==> src/verilog/shift_exec_pkg.sv <==
// shared constants, register map and carrier types for the shift/move/indirect datapath
package shift_exec_pkg;

    ////////////////////////////////////////////////////////////////////////////////
    // apb register map, byte addresses of aligned 32-bit words
    localparam int APB_AW = 12;
    localparam logic [APB_AW-1:0] ADDR_CMD = 12'h000;
    localparam logic [APB_AW-1:0] ADDR_ACC = 12'h004;
    localparam logic [APB_AW-1:0] ADDR_STATUS = 12'h008;
    localparam logic [APB_AW-1:0] ADDR_PTR0 = 12'h00c;
    localparam logic [APB_AW-1:0] ADDR_PTR1 = 12'h010;

    // status register bit positions
    localparam int ST_CARRY_BIT = 0;
    localparam int ST_ZERO_BIT = 1;
    localparam int ST_BUSY_BIT = 2;

    // reset values
    localparam logic [7:0] ACC_RST = 8'h00;
    localparam logic [15:0] PTR_RST = 16'h0000;

    // file addresses that name the indirect window of each pointer
    localparam logic [6:0] WIN0_ADDR = 7'h00;
    localparam logic [6:0] WIN1_ADDR = 7'h01;

    ////////////////////////////////////////////////////////////////////////////////
    // operation and pointer update encodings
    typedef enum logic [1:0] {
        OP_SHIFT = 2'b00,
        OP_COPY = 2'b01,
        OP_INDIRECT = 2'b10,
        OP_RESERVED = 2'b11
    } op_t;

    typedef enum logic [1:0] {
        UPD_PRE_INC = 2'b00,
        UPD_PRE_DEC = 2'b01,
        UPD_POST_INC = 2'b10,
        UPD_POST_DEC = 2'b11
    } pointer_update_code_t;

    typedef enum logic [1:0] {
        ST_IDLE = 2'b00,
        ST_ADDR = 2'b01,
        ST_WAIT = 2'b10,
        ST_DATA = 2'b11
    } state_t;

    // command word layout, lsb last
    typedef struct packed {
        logic [8:0] pad_hi;
        logic [6:0] file_addr;
        logic [1:0] pad_mid;
        logic [5:0] offset;
        logic pad_lo;
        logic relative;
        pointer_update_code_t upd;
        logic ptr_sel;
        logic dest;
        op_t op;
    } cmd_t;

    // one request to the data memory
    typedef struct packed {
        logic en;
        logic we;
        logic [15:0] addr;
        logic [7:0] wdata;
    } mem_req_t;

endpackage

==> src/verilog/pointer_step.sv <==
// pointer arithmetic: effective address and updated pointer for one pointer register
module pointer_step (
    input wire logic [15:0] ptr,
    input wire shift_exec_pkg::pointer_update_code_t upd,
    input wire logic relative,
    input wire logic [5:0] offset,
    output wire logic [15:0] eff_addr,
    output wire logic [15:0] next_ptr
);

    // 16-bit sums wrap naturally at both ends
    wire logic [15:0] plus_one = ptr + 16'h0001;
    wire logic [15:0] minus_one = ptr - 16'h0001;
    wire logic [15:0] off_ext = {{10{offset[5]}}, offset};
    wire logic [15:0] rel_addr = ptr + off_ext;

    // pre modes move the address, post modes use the pointer as it stands
    assign eff_addr = relative ? rel_addr :
                      (upd == shift_exec_pkg::UPD_PRE_INC) ? plus_one :
                      (upd == shift_exec_pkg::UPD_PRE_DEC) ? minus_one : ptr;

    // code bit 0 marks a decrement; relative addressing leaves the pointer alone
    assign next_ptr = relative ? ptr : (upd[0] ? minus_one : plus_one);

endmodule

==> src/verilog/shift_move_indirect_exec.sv <==
// execution datapath for logical right shift, file copy and indirect load, with apb registers
module shift_move_indirect_exec (
    input wire logic pclk,
    input wire logic presetn,
    input wire logic psel,
    input wire logic penable,
    input wire logic pwrite,
    input wire logic [shift_exec_pkg::APB_AW-1:0] paddr,
    input wire logic [31:0] pwdata,
    output logic [31:0] prdata,
    output logic pready,
    output logic pslverr,
    output shift_exec_pkg::mem_req_t mem_req,
    input wire logic [7:0] mem_rdata
);

    ////////////////////////////////////////////////////////////////////////////////
    // state
    logic pready_ff, nxt_pready;
    logic pslverr_ff, nxt_pslverr;
    logic [31:0] prdata_ff, nxt_prdata;
    shift_exec_pkg::state_t state_ff, nxt_state;
    shift_exec_pkg::cmd_t cmd_ff, nxt_cmd;
    shift_exec_pkg::mem_req_t mem_req_ff, nxt_mem_req;
    logic [7:0] acc_ff, nxt_acc;
    logic carry_ff, nxt_carry;
    logic zero_ff, nxt_zero;
    logic [15:0] ptr0_ff, nxt_ptr0;
    logic [15:0] ptr1_ff, nxt_ptr1;

    ////////////////////////////////////////////////////////////////////////////////
    // apb decode; the answer comes one cycle into the access phase
    wire logic acc_phase = psel & penable;
    wire logic first_access = acc_phase & ~pready_ff;
    wire logic take = acc_phase & pready_ff;
    wire logic busy = (state_ff != shift_exec_pkg::ST_IDLE);
    wire logic hit_cmd = (paddr == shift_exec_pkg::ADDR_CMD);
    wire logic hit_acc = (paddr == shift_exec_pkg::ADDR_ACC);
    wire logic hit_status = (paddr == shift_exec_pkg::ADDR_STATUS);
    wire logic hit_ptr0 = (paddr == shift_exec_pkg::ADDR_PTR0);
    wire logic hit_ptr1 = (paddr == shift_exec_pkg::ADDR_PTR1);
    wire logic mapped = hit_cmd | hit_acc | hit_status | hit_ptr0 | hit_ptr1;
    wire shift_exec_pkg::cmd_t wr_cmd = shift_exec_pkg::cmd_t'(pwdata);

    // writes to live state are refused while a command runs, so no update can race the datapath
    wire logic busy_refuse = pwrite & busy & (hit_cmd | hit_acc | hit_ptr0 | hit_ptr1);
    wire logic bad_op = pwrite & hit_cmd & (wr_cmd.op == shift_exec_pkg::OP_RESERVED);
    wire logic bus_err = ~mapped | busy_refuse | bad_op;
    wire logic wr_ok = take & pwrite & ~bus_err;
    wire logic start = wr_ok & hit_cmd;

    // read mux, unused bits read as zero except the command pad fields, which read back as written
    wire logic [31:0] status_word = {29'h0, busy, zero_ff, carry_ff};
    wire logic [31:0] rd_mux = hit_cmd ? 32'(cmd_ff) :
                               hit_acc ? {24'h0, acc_ff} :
                               hit_status ? status_word :
                               hit_ptr0 ? {16'h0, ptr0_ff} :
                               hit_ptr1 ? {16'h0, ptr1_ff} : 32'h0000_0000;

    ////////////////////////////////////////////////////////////////////////////////
    // pointer arithmetic, one unit per pointer
    wire logic [15:0] eff0, eff1, next0, next1;

    pointer_step u_step0 (
        .ptr(ptr0_ff),
        .upd(cmd_ff.upd),
        .relative(cmd_ff.relative),
        .offset(cmd_ff.offset),
        .eff_addr(eff0),
        .next_ptr(next0)
    );

    pointer_step u_step1 (
        .ptr(ptr1_ff),
        .upd(cmd_ff.upd),
        .relative(cmd_ff.relative),
        .offset(cmd_ff.offset),
        .eff_addr(eff1),
        .next_ptr(next1)
    );

    ////////////////////////////////////////////////////////////////////////////////
    // operand address and result selection
    wire logic is_shift = (cmd_ff.op == shift_exec_pkg::OP_SHIFT);
    wire logic is_copy = (cmd_ff.op == shift_exec_pkg::OP_COPY);
    wire logic is_ind = (cmd_ff.op == shift_exec_pkg::OP_INDIRECT);
    wire logic [15:0] sel_ptr = cmd_ff.ptr_sel ? ptr1_ff : ptr0_ff;
    wire logic [15:0] off_ext = {{10{cmd_ff.offset[5]}}, cmd_ff.offset};
    wire logic [15:0] sel_eff = cmd_ff.ptr_sel ? eff1 : eff0;
    wire logic names_win0 = (cmd_ff.file_addr == shift_exec_pkg::WIN0_ADDR);
    wire logic names_win1 = (cmd_ff.file_addr == shift_exec_pkg::WIN1_ADDR);
    // the window is only an address redirect, nothing is stored for it
    wire logic [15:0] win_addr = names_win1 ? ptr1_ff : ptr0_ff;
    wire logic [15:0] file_addr = (names_win0 | names_win1) ? win_addr : {9'h000, cmd_ff.file_addr};
    wire logic [15:0] op_addr = is_ind ? sel_eff : file_addr;

    wire logic [7:0] shift_res = {1'b0, mem_rdata[7:1]};
    wire logic [7:0] result = is_shift ? shift_res : mem_rdata;
    wire logic res_zero = (result == 8'h00);
    wire logic finish = (state_ff == shift_exec_pkg::ST_DATA);
    wire logic to_acc = is_ind | ~cmd_ff.dest;
    wire logic write_back = ~is_ind & cmd_ff.dest;

    ////////////////////////////////////////////////////////////////////////////////
    // sequencer: latch command, issue read, wait one cycle for data, finish
    always_comb begin
        nxt_state = state_ff;
        case (state_ff)
            shift_exec_pkg::ST_IDLE: begin
                if (start) begin
                    nxt_state = shift_exec_pkg::ST_ADDR;
                end
            end
            shift_exec_pkg::ST_ADDR: nxt_state = shift_exec_pkg::ST_WAIT;
            shift_exec_pkg::ST_WAIT: nxt_state = shift_exec_pkg::ST_DATA;
            shift_exec_pkg::ST_DATA: nxt_state = shift_exec_pkg::ST_IDLE;
            default: nxt_state = shift_exec_pkg::ST_IDLE;
        endcase
    end

    // memory request: read in the address state, optional write back on finish
    always_comb begin
        nxt_mem_req = '0;
        if (state_ff == shift_exec_pkg::ST_ADDR) begin
            nxt_mem_req.en = 1'b1;
            nxt_mem_req.addr = op_addr;
        end else if (finish & write_back) begin
            nxt_mem_req.en = 1'b1;
            nxt_mem_req.we = 1'b1;
            nxt_mem_req.addr = op_addr;
            nxt_mem_req.wdata = result;
        end
    end

    // accumulator, flags and pointers; software writes only land while idle
    always_comb begin
        nxt_acc = acc_ff;
        nxt_carry = carry_ff;
        nxt_zero = zero_ff;
        nxt_ptr0 = ptr0_ff;
        nxt_ptr1 = ptr1_ff;
        nxt_cmd = cmd_ff;
        if (start) begin
            nxt_cmd = wr_cmd;
        end
        if (wr_ok & hit_acc) begin
            nxt_acc = pwdata[7:0];
        end
        if (wr_ok & hit_ptr0) begin
            nxt_ptr0 = pwdata[15:0];
        end
        if (wr_ok & hit_ptr1) begin
            nxt_ptr1 = pwdata[15:0];
        end
        if (finish) begin
            nxt_zero = res_zero;
            if (to_acc) begin
                nxt_acc = result;
            end
            if (is_shift) begin
                nxt_carry = mem_rdata[0];
            end
            if (is_ind & ~cmd_ff.ptr_sel) begin
                nxt_ptr0 = next0;
            end
            if (is_ind & cmd_ff.ptr_sel) begin
                nxt_ptr1 = next1;
            end
        end
    end

    // bus answer: pready, error and read data stand for exactly one cycle
    assign nxt_pready = first_access;
    assign nxt_pslverr = first_access & bus_err;
    assign nxt_prdata = (first_access & ~pwrite) ? rd_mux : 32'h0000_0000;

    ////////////////////////////////////////////////////////////////////////////////
    // registers
    always_ff @(posedge pclk or negedge presetn) begin
        if (!presetn) begin
            pready_ff <= 1'b0;
            pslverr_ff <= 1'b0;
            prdata_ff <= 32'h0000_0000;
        end else begin
            pready_ff <= nxt_pready;
            pslverr_ff <= nxt_pslverr;
            prdata_ff <= nxt_prdata;
        end
    end

    always_ff @(posedge pclk or negedge presetn) begin
        if (!presetn) begin
            state_ff <= shift_exec_pkg::ST_IDLE;
            cmd_ff <= '0;
            mem_req_ff <= '0;
        end else begin
            state_ff <= nxt_state;
            cmd_ff <= nxt_cmd;
            mem_req_ff <= nxt_mem_req;
        end
    end

    always_ff @(posedge pclk or negedge presetn) begin
        if (!presetn) begin
            acc_ff <= shift_exec_pkg::ACC_RST;
            carry_ff <= 1'b0;
            zero_ff <= 1'b0;
            ptr0_ff <= shift_exec_pkg::PTR_RST;
            ptr1_ff <= shift_exec_pkg::PTR_RST;
        end else begin
            acc_ff <= nxt_acc;
            carry_ff <= nxt_carry;
            zero_ff <= nxt_zero;
            ptr0_ff <= nxt_ptr0;
            ptr1_ff <= nxt_ptr1;
        end
    end

    assign prdata = prdata_ff;
    assign pready = pready_ff;
    assign pslverr = pslverr_ff;
    assign mem_req = mem_req_ff;

    wire logic addr_ind = (state_ff == shift_exec_pkg::ST_ADDR) & is_ind;
endmodule

==> config.mk <==
export PLATFORM = sky130hd
export DESIGN_NAME = shift_move_indirect_exec
export DESIGN_NICKNAME = d
export VERILOG_FILES = /design/src/verilog/shift_exec_pkg.sv /design/src/verilog/pointer_step.sv /design/src/verilog/shift_move_indirect_exec.sv
export SDC_FILE = /design/constraint.sdc
export NUM_CORES = 1
export LEC_CHECK = 0
export BUFFER_PORTS_ARGS = -buffer_cell sky130_fd_sc_hd__buf_2
export CAP_MARGIN = 20
export CELL_PAD_IN_SITES_DETAIL_PLACEMENT = 1
export CELL_PAD_IN_SITES_GLOBAL_PLACEMENT = 2
export CORE_AREA = 2 2 163 165
export DETAILED_ROUTE_END_ITERATION = 10
export DIE_AREA = 0 0 165 167
export GPL_TIMING_DRIVEN = 0
export PLACE_DENSITY = 0.76
export SYNTH_ARGS = -nofsm -noshare
export SYNTH_HDL_FRONTEND = slang
export SYNTH_SLANG_ARGS = --single-unit
==> constraint.sdc <==
create_clock -name pclk -period 3.5 [get_ports pclk]
set_input_delay 0.7 -clock pclk [delete_from_list [all_inputs] [get_ports pclk]]
set_output_delay 0.7 -clock pclk [all_outputs]
set_load 0.005 [all_outputs]
Word level (Yosys, flattened, before mapping)
Cells that the tools add are included.
{"block": "classes", "addsub": 6, "eq_ne": 14, "n_mux": 37, "n_bitwise": 36, "n_reduce_logical": 8}
{"operator": "two-way mux 16 bit", "count": 25}
{"operator": "two-way mux 32 bit", "count": 2}
{"operator": "two-way mux 8 bit", "count": 5}
{"operator": "adder 16 x 1 -> 16 bit (second input constant)", "count": 2}
{"operator": "adder 16 bit", "count": 2}
{"operator": "subtractor 16 x 1 -> 16 bit (second input constant)", "count": 2}
{"operator": "two-way mux 26 bit", "count": 1}
{"operator": "equality test 12 x 4 -> 1 bit (second input constant)", "count": 2}
{"operator": "AND 1 bit", "count": 19}
{"operator": "equality test 12 x 3 -> 1 bit (second input constant)", "count": 1}
{"operator": "equality test 12 x 5 -> 1 bit (second input constant)", "count": 1}
{"operator": "logical NOT 12 bit", "count": 1}
{"operator": "OR 1 bit", "count": 10}
{"operator": "equality test 2 bit (second input constant)", "count": 4}
{"operator": "logical NOT 8 bit", "count": 1}
{"operator": "one-hot mux 2 bit (4 select lines)", "count": 1}
{"operator": "equality test 7 x 1 -> 1 bit (second input constant)", "count": 1}
{"operator": "logical NOT 7 bit", "count": 1}
{"operator": "inverter 1 bit", "count": 7}
{"operator": "logical NOT 2 bit", "count": 3}
{"operator": "inequality test 3 bit (second input constant)", "count": 2}
{"operator": "equality test 2 x 1 -> 1 bit (second input constant)", "count": 2}
{"operator": "two-way mux 1 bit", "count": 2}
{"operator": "two-way mux 2 bit", "count": 1}
{"operator": "3 further kinds", "count": 3}
{"block": "totals", "regBits": 136, "in_bits": 57, "output_inout_bits": 60, "elab_cells": 124}

Depth between registers and ports, before layout
{"block": "depth", "word_depth": 14, "mapped_depth": 10, "depth_no_buf": 9}

Modules after synthesis
From an unflattened synthesis, not the netlist that was laid out.
{"block": "hier_totals", "hier_cells": 1095, "area_unflattened_um2": 9922.0}
{"module": "shift_move_indirect_exec", "n_inst": 1, "cells_each": 588, "area_per_inst_um2": 6533.8, "seq_area_each_um2": 3403.3}
{"module": "pointer_step at u_step1", "n_inst": 1, "cells_each": 256, "area_per_inst_um2": 1705.4, "seq_area_each_um2": 0.0}
{"module": "pointer_step at u_step0", "n_inst": 1, "cells_each": 251, "area_per_inst_um2": 1682.9, "seq_area_each_um2": 0.0}

Worst setup path after synthesis
Ideal clock, no wire load.
{"block": "synth_path", "path_kind": "register to register", "from": "reg cmd_ff[13] (netlist bit)", "to": "reg mem_req_ff (netlist bit mem_req[23])", "setup_ns": 0.141, "arrival_time_ns": 2.791, "required_time_ns": 3.359, "setup_slack_ns": 0.568, "stages_incl_launch_ff": 8, "period_less_slack_ns": 2.932, "cell_sequence": "dfrtp_1 ha_1 and3_1 a2111oi_0 o311ai_0 a2111o_1 o31ai_1 o32ai_1"}
{"item": "start: declaration", "line": "shift_move_indirect_exec.sv:23", "rtl": "shift_exec_pkg::cmd_t cmd_ff, nxt_cmd;"}
{"item": "start signal: assignment", "line": "shift_move_indirect_exec.sv:198", "rtl": "cmd_ff <= nxt_cmd;"}
{"item": "end signal: assignment", "line": "shift_move_indirect_exec.sv:199", "rtl": "mem_req_ff <= nxt_mem_req;"}
{"item": "end: declaration", "line": "shift_move_indirect_exec.sv:24", "rtl": "shift_exec_pkg::mem_req_t mem_req_ff, nxt_mem_req;"}

Final worst setup path
{"block": "layout_path", "from": "in paddr[9] (netlist bit)", "to": "reg prdata_ff[15] (netlist: prdata[15])"}
{"block": "layout_between", "elab_chain_cells": 7, "word_cells_on_any_way": 11}
{"item": "start: declaration", "line": "shift_move_indirect_exec.sv:8", "rtl": "input wire logic [shift_exec_pkg::APB_AW-1:0] paddr,"}
{"item": "equality test 12 x 5 -> 1 bit", "line": "shift_move_indirect_exec.sv:41", "rtl": "wire logic hit_ptr1 = (paddr == shift_exec_pkg::ADDR_PTR1);"}
{"item": "two-way mux 16 bit", "line": "shift_move_indirect_exec.sv:58", "rtl": "hit_ptr1 ? {16'h0, ptr1_ff} : 32'h0000_0000;"}
{"item": "two-way mux 16 bit", "line": "shift_move_indirect_exec.sv:57", "rtl": "hit_ptr0 ? {16'h0, ptr0_ff} :"}
{"item": "two-way mux 16 bit", "line": "shift_move_indirect_exec.sv:56", "rtl": "hit_status ? status_word :"}
{"item": "two-way mux 16 bit", "line": "shift_move_indirect_exec.sv:55", "rtl": "hit_acc ? {24'h0, acc_ff} :"}
{"item": "two-way mux 32 bit *", "line": "shift_move_indirect_exec.sv:54", "rtl": "wire logic [31:0] rd_mux = hit_cmd ? 32'(cmd_ff) :"}
{"item": "two-way mux 32 bit *", "line": "shift_move_indirect_exec.sv:175", "rtl": "assign nxt_prdata = (first_access & ~pwrite) ? rd_mux : 32'h0000_0000;"}
{"item": "net nxt_prdata[15]", "line": "shift_move_indirect_exec.sv:21", "rtl": "logic [31:0] prdata_ff, nxt_prdata;"}
{"item": "end signal: assignment", "line": "shift_move_indirect_exec.sv:187", "rtl": "prdata_ff <= nxt_prdata;"}
{"item": "end: declaration", "line": "shift_move_indirect_exec.sv:21"}
The timed path passes the listed nets; every way through them passes the cells marked *.
A chain may end at the register's enable or synchronous reset.

==> key figures <==
Outcome
  • Status: completed

Routing
  • Count of antenna-violating nets left after detailed routing: 0
  • Routed wl met2: 17,320 um
  • Met1 wire length: 17,820 um
  • WL per Instance: 25.71 um
  • Drt total wl: roughly 39,000 um
  • Vias per std cell: 5.962
  • Highest metal used: met4
  • Via count: 8,931
  • Initial DRC Count: just over 900
  • Pre-antenna DRT Iters: 5
  • DR DRC count: 0
  • Metal3 WL: around 2600 um

STA
  • Fin crit period: 3.439 ns
  • Final Hold Viols: 0
  • Post-Route Skew: 0.02232 ns
  • Fin Hold WS: 0.2303 ns
  • Final setup viols: 0
  • Fmax: approximately 0.29 GHz
  • Slew margin rel.: 26.71%
  • Worst slew pin tran: 1.099 ns
  • Max-slew violation count: 0
  • RSZ-0062 raised after global routing: false
  • Fin crit share: 98.26%

Logic synthesis
  • Area leader, netlist: dfrtp_1
  • Post-synthesis xor/xnor area fraction: ~4.8%
  • Post-synthesis cell count: 1,014
  • Seq/Total Area, Yosys: approximately 36%
  • Post-synth top area share: 36.12%
  • Post-synthesis mux area share: 11.67%
  • Largest cells by area after synthesis: dfrtp_1 36%, ha_1 5.0%, mux2i_1 4.8%, mux2_4 4.6%, nor2_1 4.5%
  • Syn nets: 1,111
  • Synthesized flop and latch total: 136
  • Ys Warns: 0
  • Main combinational cell family by area after synthesis: compound AO/OA/AOI/OAI gates
  • Main synth FF type: dfrtp_1
  • Complex-gate fraction of the synthesized area: 19.31%
  • Async set-reset flop share out of synthesis: 100.0%
  • Synth cell types: 77
  • Post-Syn Area: 0.009423 mm^2
  • Count leader, synth: dfrtp_1
  • Syn Area/Cell: around 9.3 um^2
  • Post-synthesis simple-gate area fraction: 18.40%
  • Most frequent cells after synthesis: 136 x dfrtp_1, 112 x nor2_1, 76 x a21oi_1
  • Post-Synth Adder-Cell Area: 5.471%
  • EDFF count, synth: 0

Critical path
  • Required @ worst endpoint: 3.79 ns
  • CP max FO: 10
  • Worst setup EP type: register
  • Worst r2r src: cmd_ff[8]
  • Arrival time at the worst endpoint: 3.73 ns
  • Depth of the worst register-to-register path: 9
  • R2R setup slack: 0.11 ns
  • Reg2reg end: mem_req[20]
  • Critical path launch point type: input pin
  • WS Path Type: in2reg

Hold path
  • HP Class: in2async

Cells and area
  • Nets: 1,247
  • Final core occ: 42.97%
  • Area growth from synthesis to layout: 17.49%
  • Fill count: 3,013
  • Ant diodes: 0
  • Share of cells above drive strength 1: between 15 and 20%

Die
  • Core box area: 0.02576 mm^2
  • Die Area: 0.02756 mm^2
  • Initial Util: 36.57%
  • FP Rows: between 50 and 60
  • Boundary Pins: ~120
  • Die height: ~170 um
  • Die width: between 150 and 200 um

Job
  • Total of max-cap violations: 0

CTS
  • Root Driver: clkbuf_16
  • CTS tree: done
  • # H-tree levels: 4
  • Clock Latency Late Sink: 0.44 ns
  • Clock transition at the registers of the reported paths: 0.07 ns
  • CTS Buffer Depth: 2
  • CTS Sinks: 136
  • Num CTS Buffers: 17

Power and ir drop
  • Worst vdd ir: 240.3 uV
  • Pwr dens: 325.4 mW/mm^2
  • Pwr Total: ~3600 uW
  • Lkg Pwr: 0.005286 uW

Placement
  • Final HPWL DP: approximately 30,000 um
  • Placer congestion estimate: 0.9651
  • PortBufs: 116

GRT
  • Largest net degree at the start of global routing: 77
  • Gr ovfl total: 0
  • Initial antenna violation count: 1
  • Vias in the first global route: 8,760
  • Global-route wire length before repair: 57,350 um
  • Total track usage: between 20% and 30%
==> critical path: stages <==
cell	delay, ns
buf_2	0.10
or4_4	0.53
nor4_1	0.81
and3_1	0.25
buf_2	0.32
buf_2	0.36
a21oi_1	0.12
a21oi_1	0.45
nor2_1	0.08
==> flip-flops by register name, indices dropped and copies added (netlist names), 2 cells and up <==
signal,count
ptr0_ff,16
state_ff,2
cmd_ff,32
mem_req,26
ptr1_ff,16
acc_ff,8
prdata,32
==> cells in the final DEF, fill, tap and decap left out, types with 27 or more instances in the layout <==
cell	netlist	layout
ha_1	38	38
mux2i_1	45	45
xor2_1	27	27
buf_2	6	121
nand3_1	31	31
clkbuf_1	54	54
dfrtp_1	136	135
o21ai_0	47	47
mux2_4	29	29
nand2_1	68	68
nor2_1	112	112
a21oi_1	76	76
==> what timing repair did <==
| item | in CTS | in global routing |
|---|---|---|
| hold buffers | 0 | 0 |
| setup endpoints to repair | 4 | 2 |
| buffers inserted | 0 | 0 |
| resized for setup | 3 | 2 |
| gates cloned | 0 | 0 |
==> final cells by class <==
class / count / area, um^2 / area share (%)
plain buffers: 69 / 309.0 / 2.792
clock buffers: 17 / 425.4 / 3.843
clock inverters: 15 / 170.2 / 1.537
inverters: 23 / 86.33 / 0.7798
multi-input cells: 786 / 5639 / 50.94
flip-flops and latches: 136 / 3407 / 30.78
well taps: 335 / 419.2 / 3.786
repair buffers: 117 / 614.3 / 5.549
==> worst max path at each step <==
stage	start	endpoint	slack, ns	cells after the start
floorplan	cmd_ff[13]	mem_req[23]	0.57	7
global placement	cmd_ff[13]	mem_req[23]	-0.45	7
detailed placement	cmd_ff[13]	mem_req[23]	-0.47	7
CTS	cmd_ff[13]	mem_req[23]	0.06	7
global route	cmd_ff[8]	mem_req[20]	0.02	9
finish	paddr[9]	prdata[15]	0.06	9
==> metrics by stage <==
step,setup slack [ns],TNS [ns],instance area [um^2],instances
after floorplan,0.5676,0,9423,1014
after global placement,-0.4537,-46.79,10420,1465
after detailed placement,-0.4672,-1.174,10460,1466
after CTS,0.05870,0,11060,1498
after global routing,0.01700,0,11070,1498
final,0.06086,0,11070,1498
==> report_power, final <==
group / internal, uW / switching, uW
combinational: 40.2 / 89.7
sequential: 1580 / 5.49
clock: 1020 / 867
total: 2640 / 962
==> per-layer routing <==
layer | track usage, % | vias to the layer above
met2 | 42.77 | 349
met3 | 4.907 | 45
met1 | 42.13 | 4530
met4 | 6.125 | 0
met5 | 0 | -
li1 | - | 4007
==> kinds of logic after synthesis <==
group                      after synthesis
and+or+nand+nor                        341
AOI/OAI and AO/OA                      267
DFF                                    136
buffers and inverters                   92
muxes                                   86
xor gates and xnor gates                52
adders and majority gates               40
Note: power is estimated with default switching activity, not from simulation.
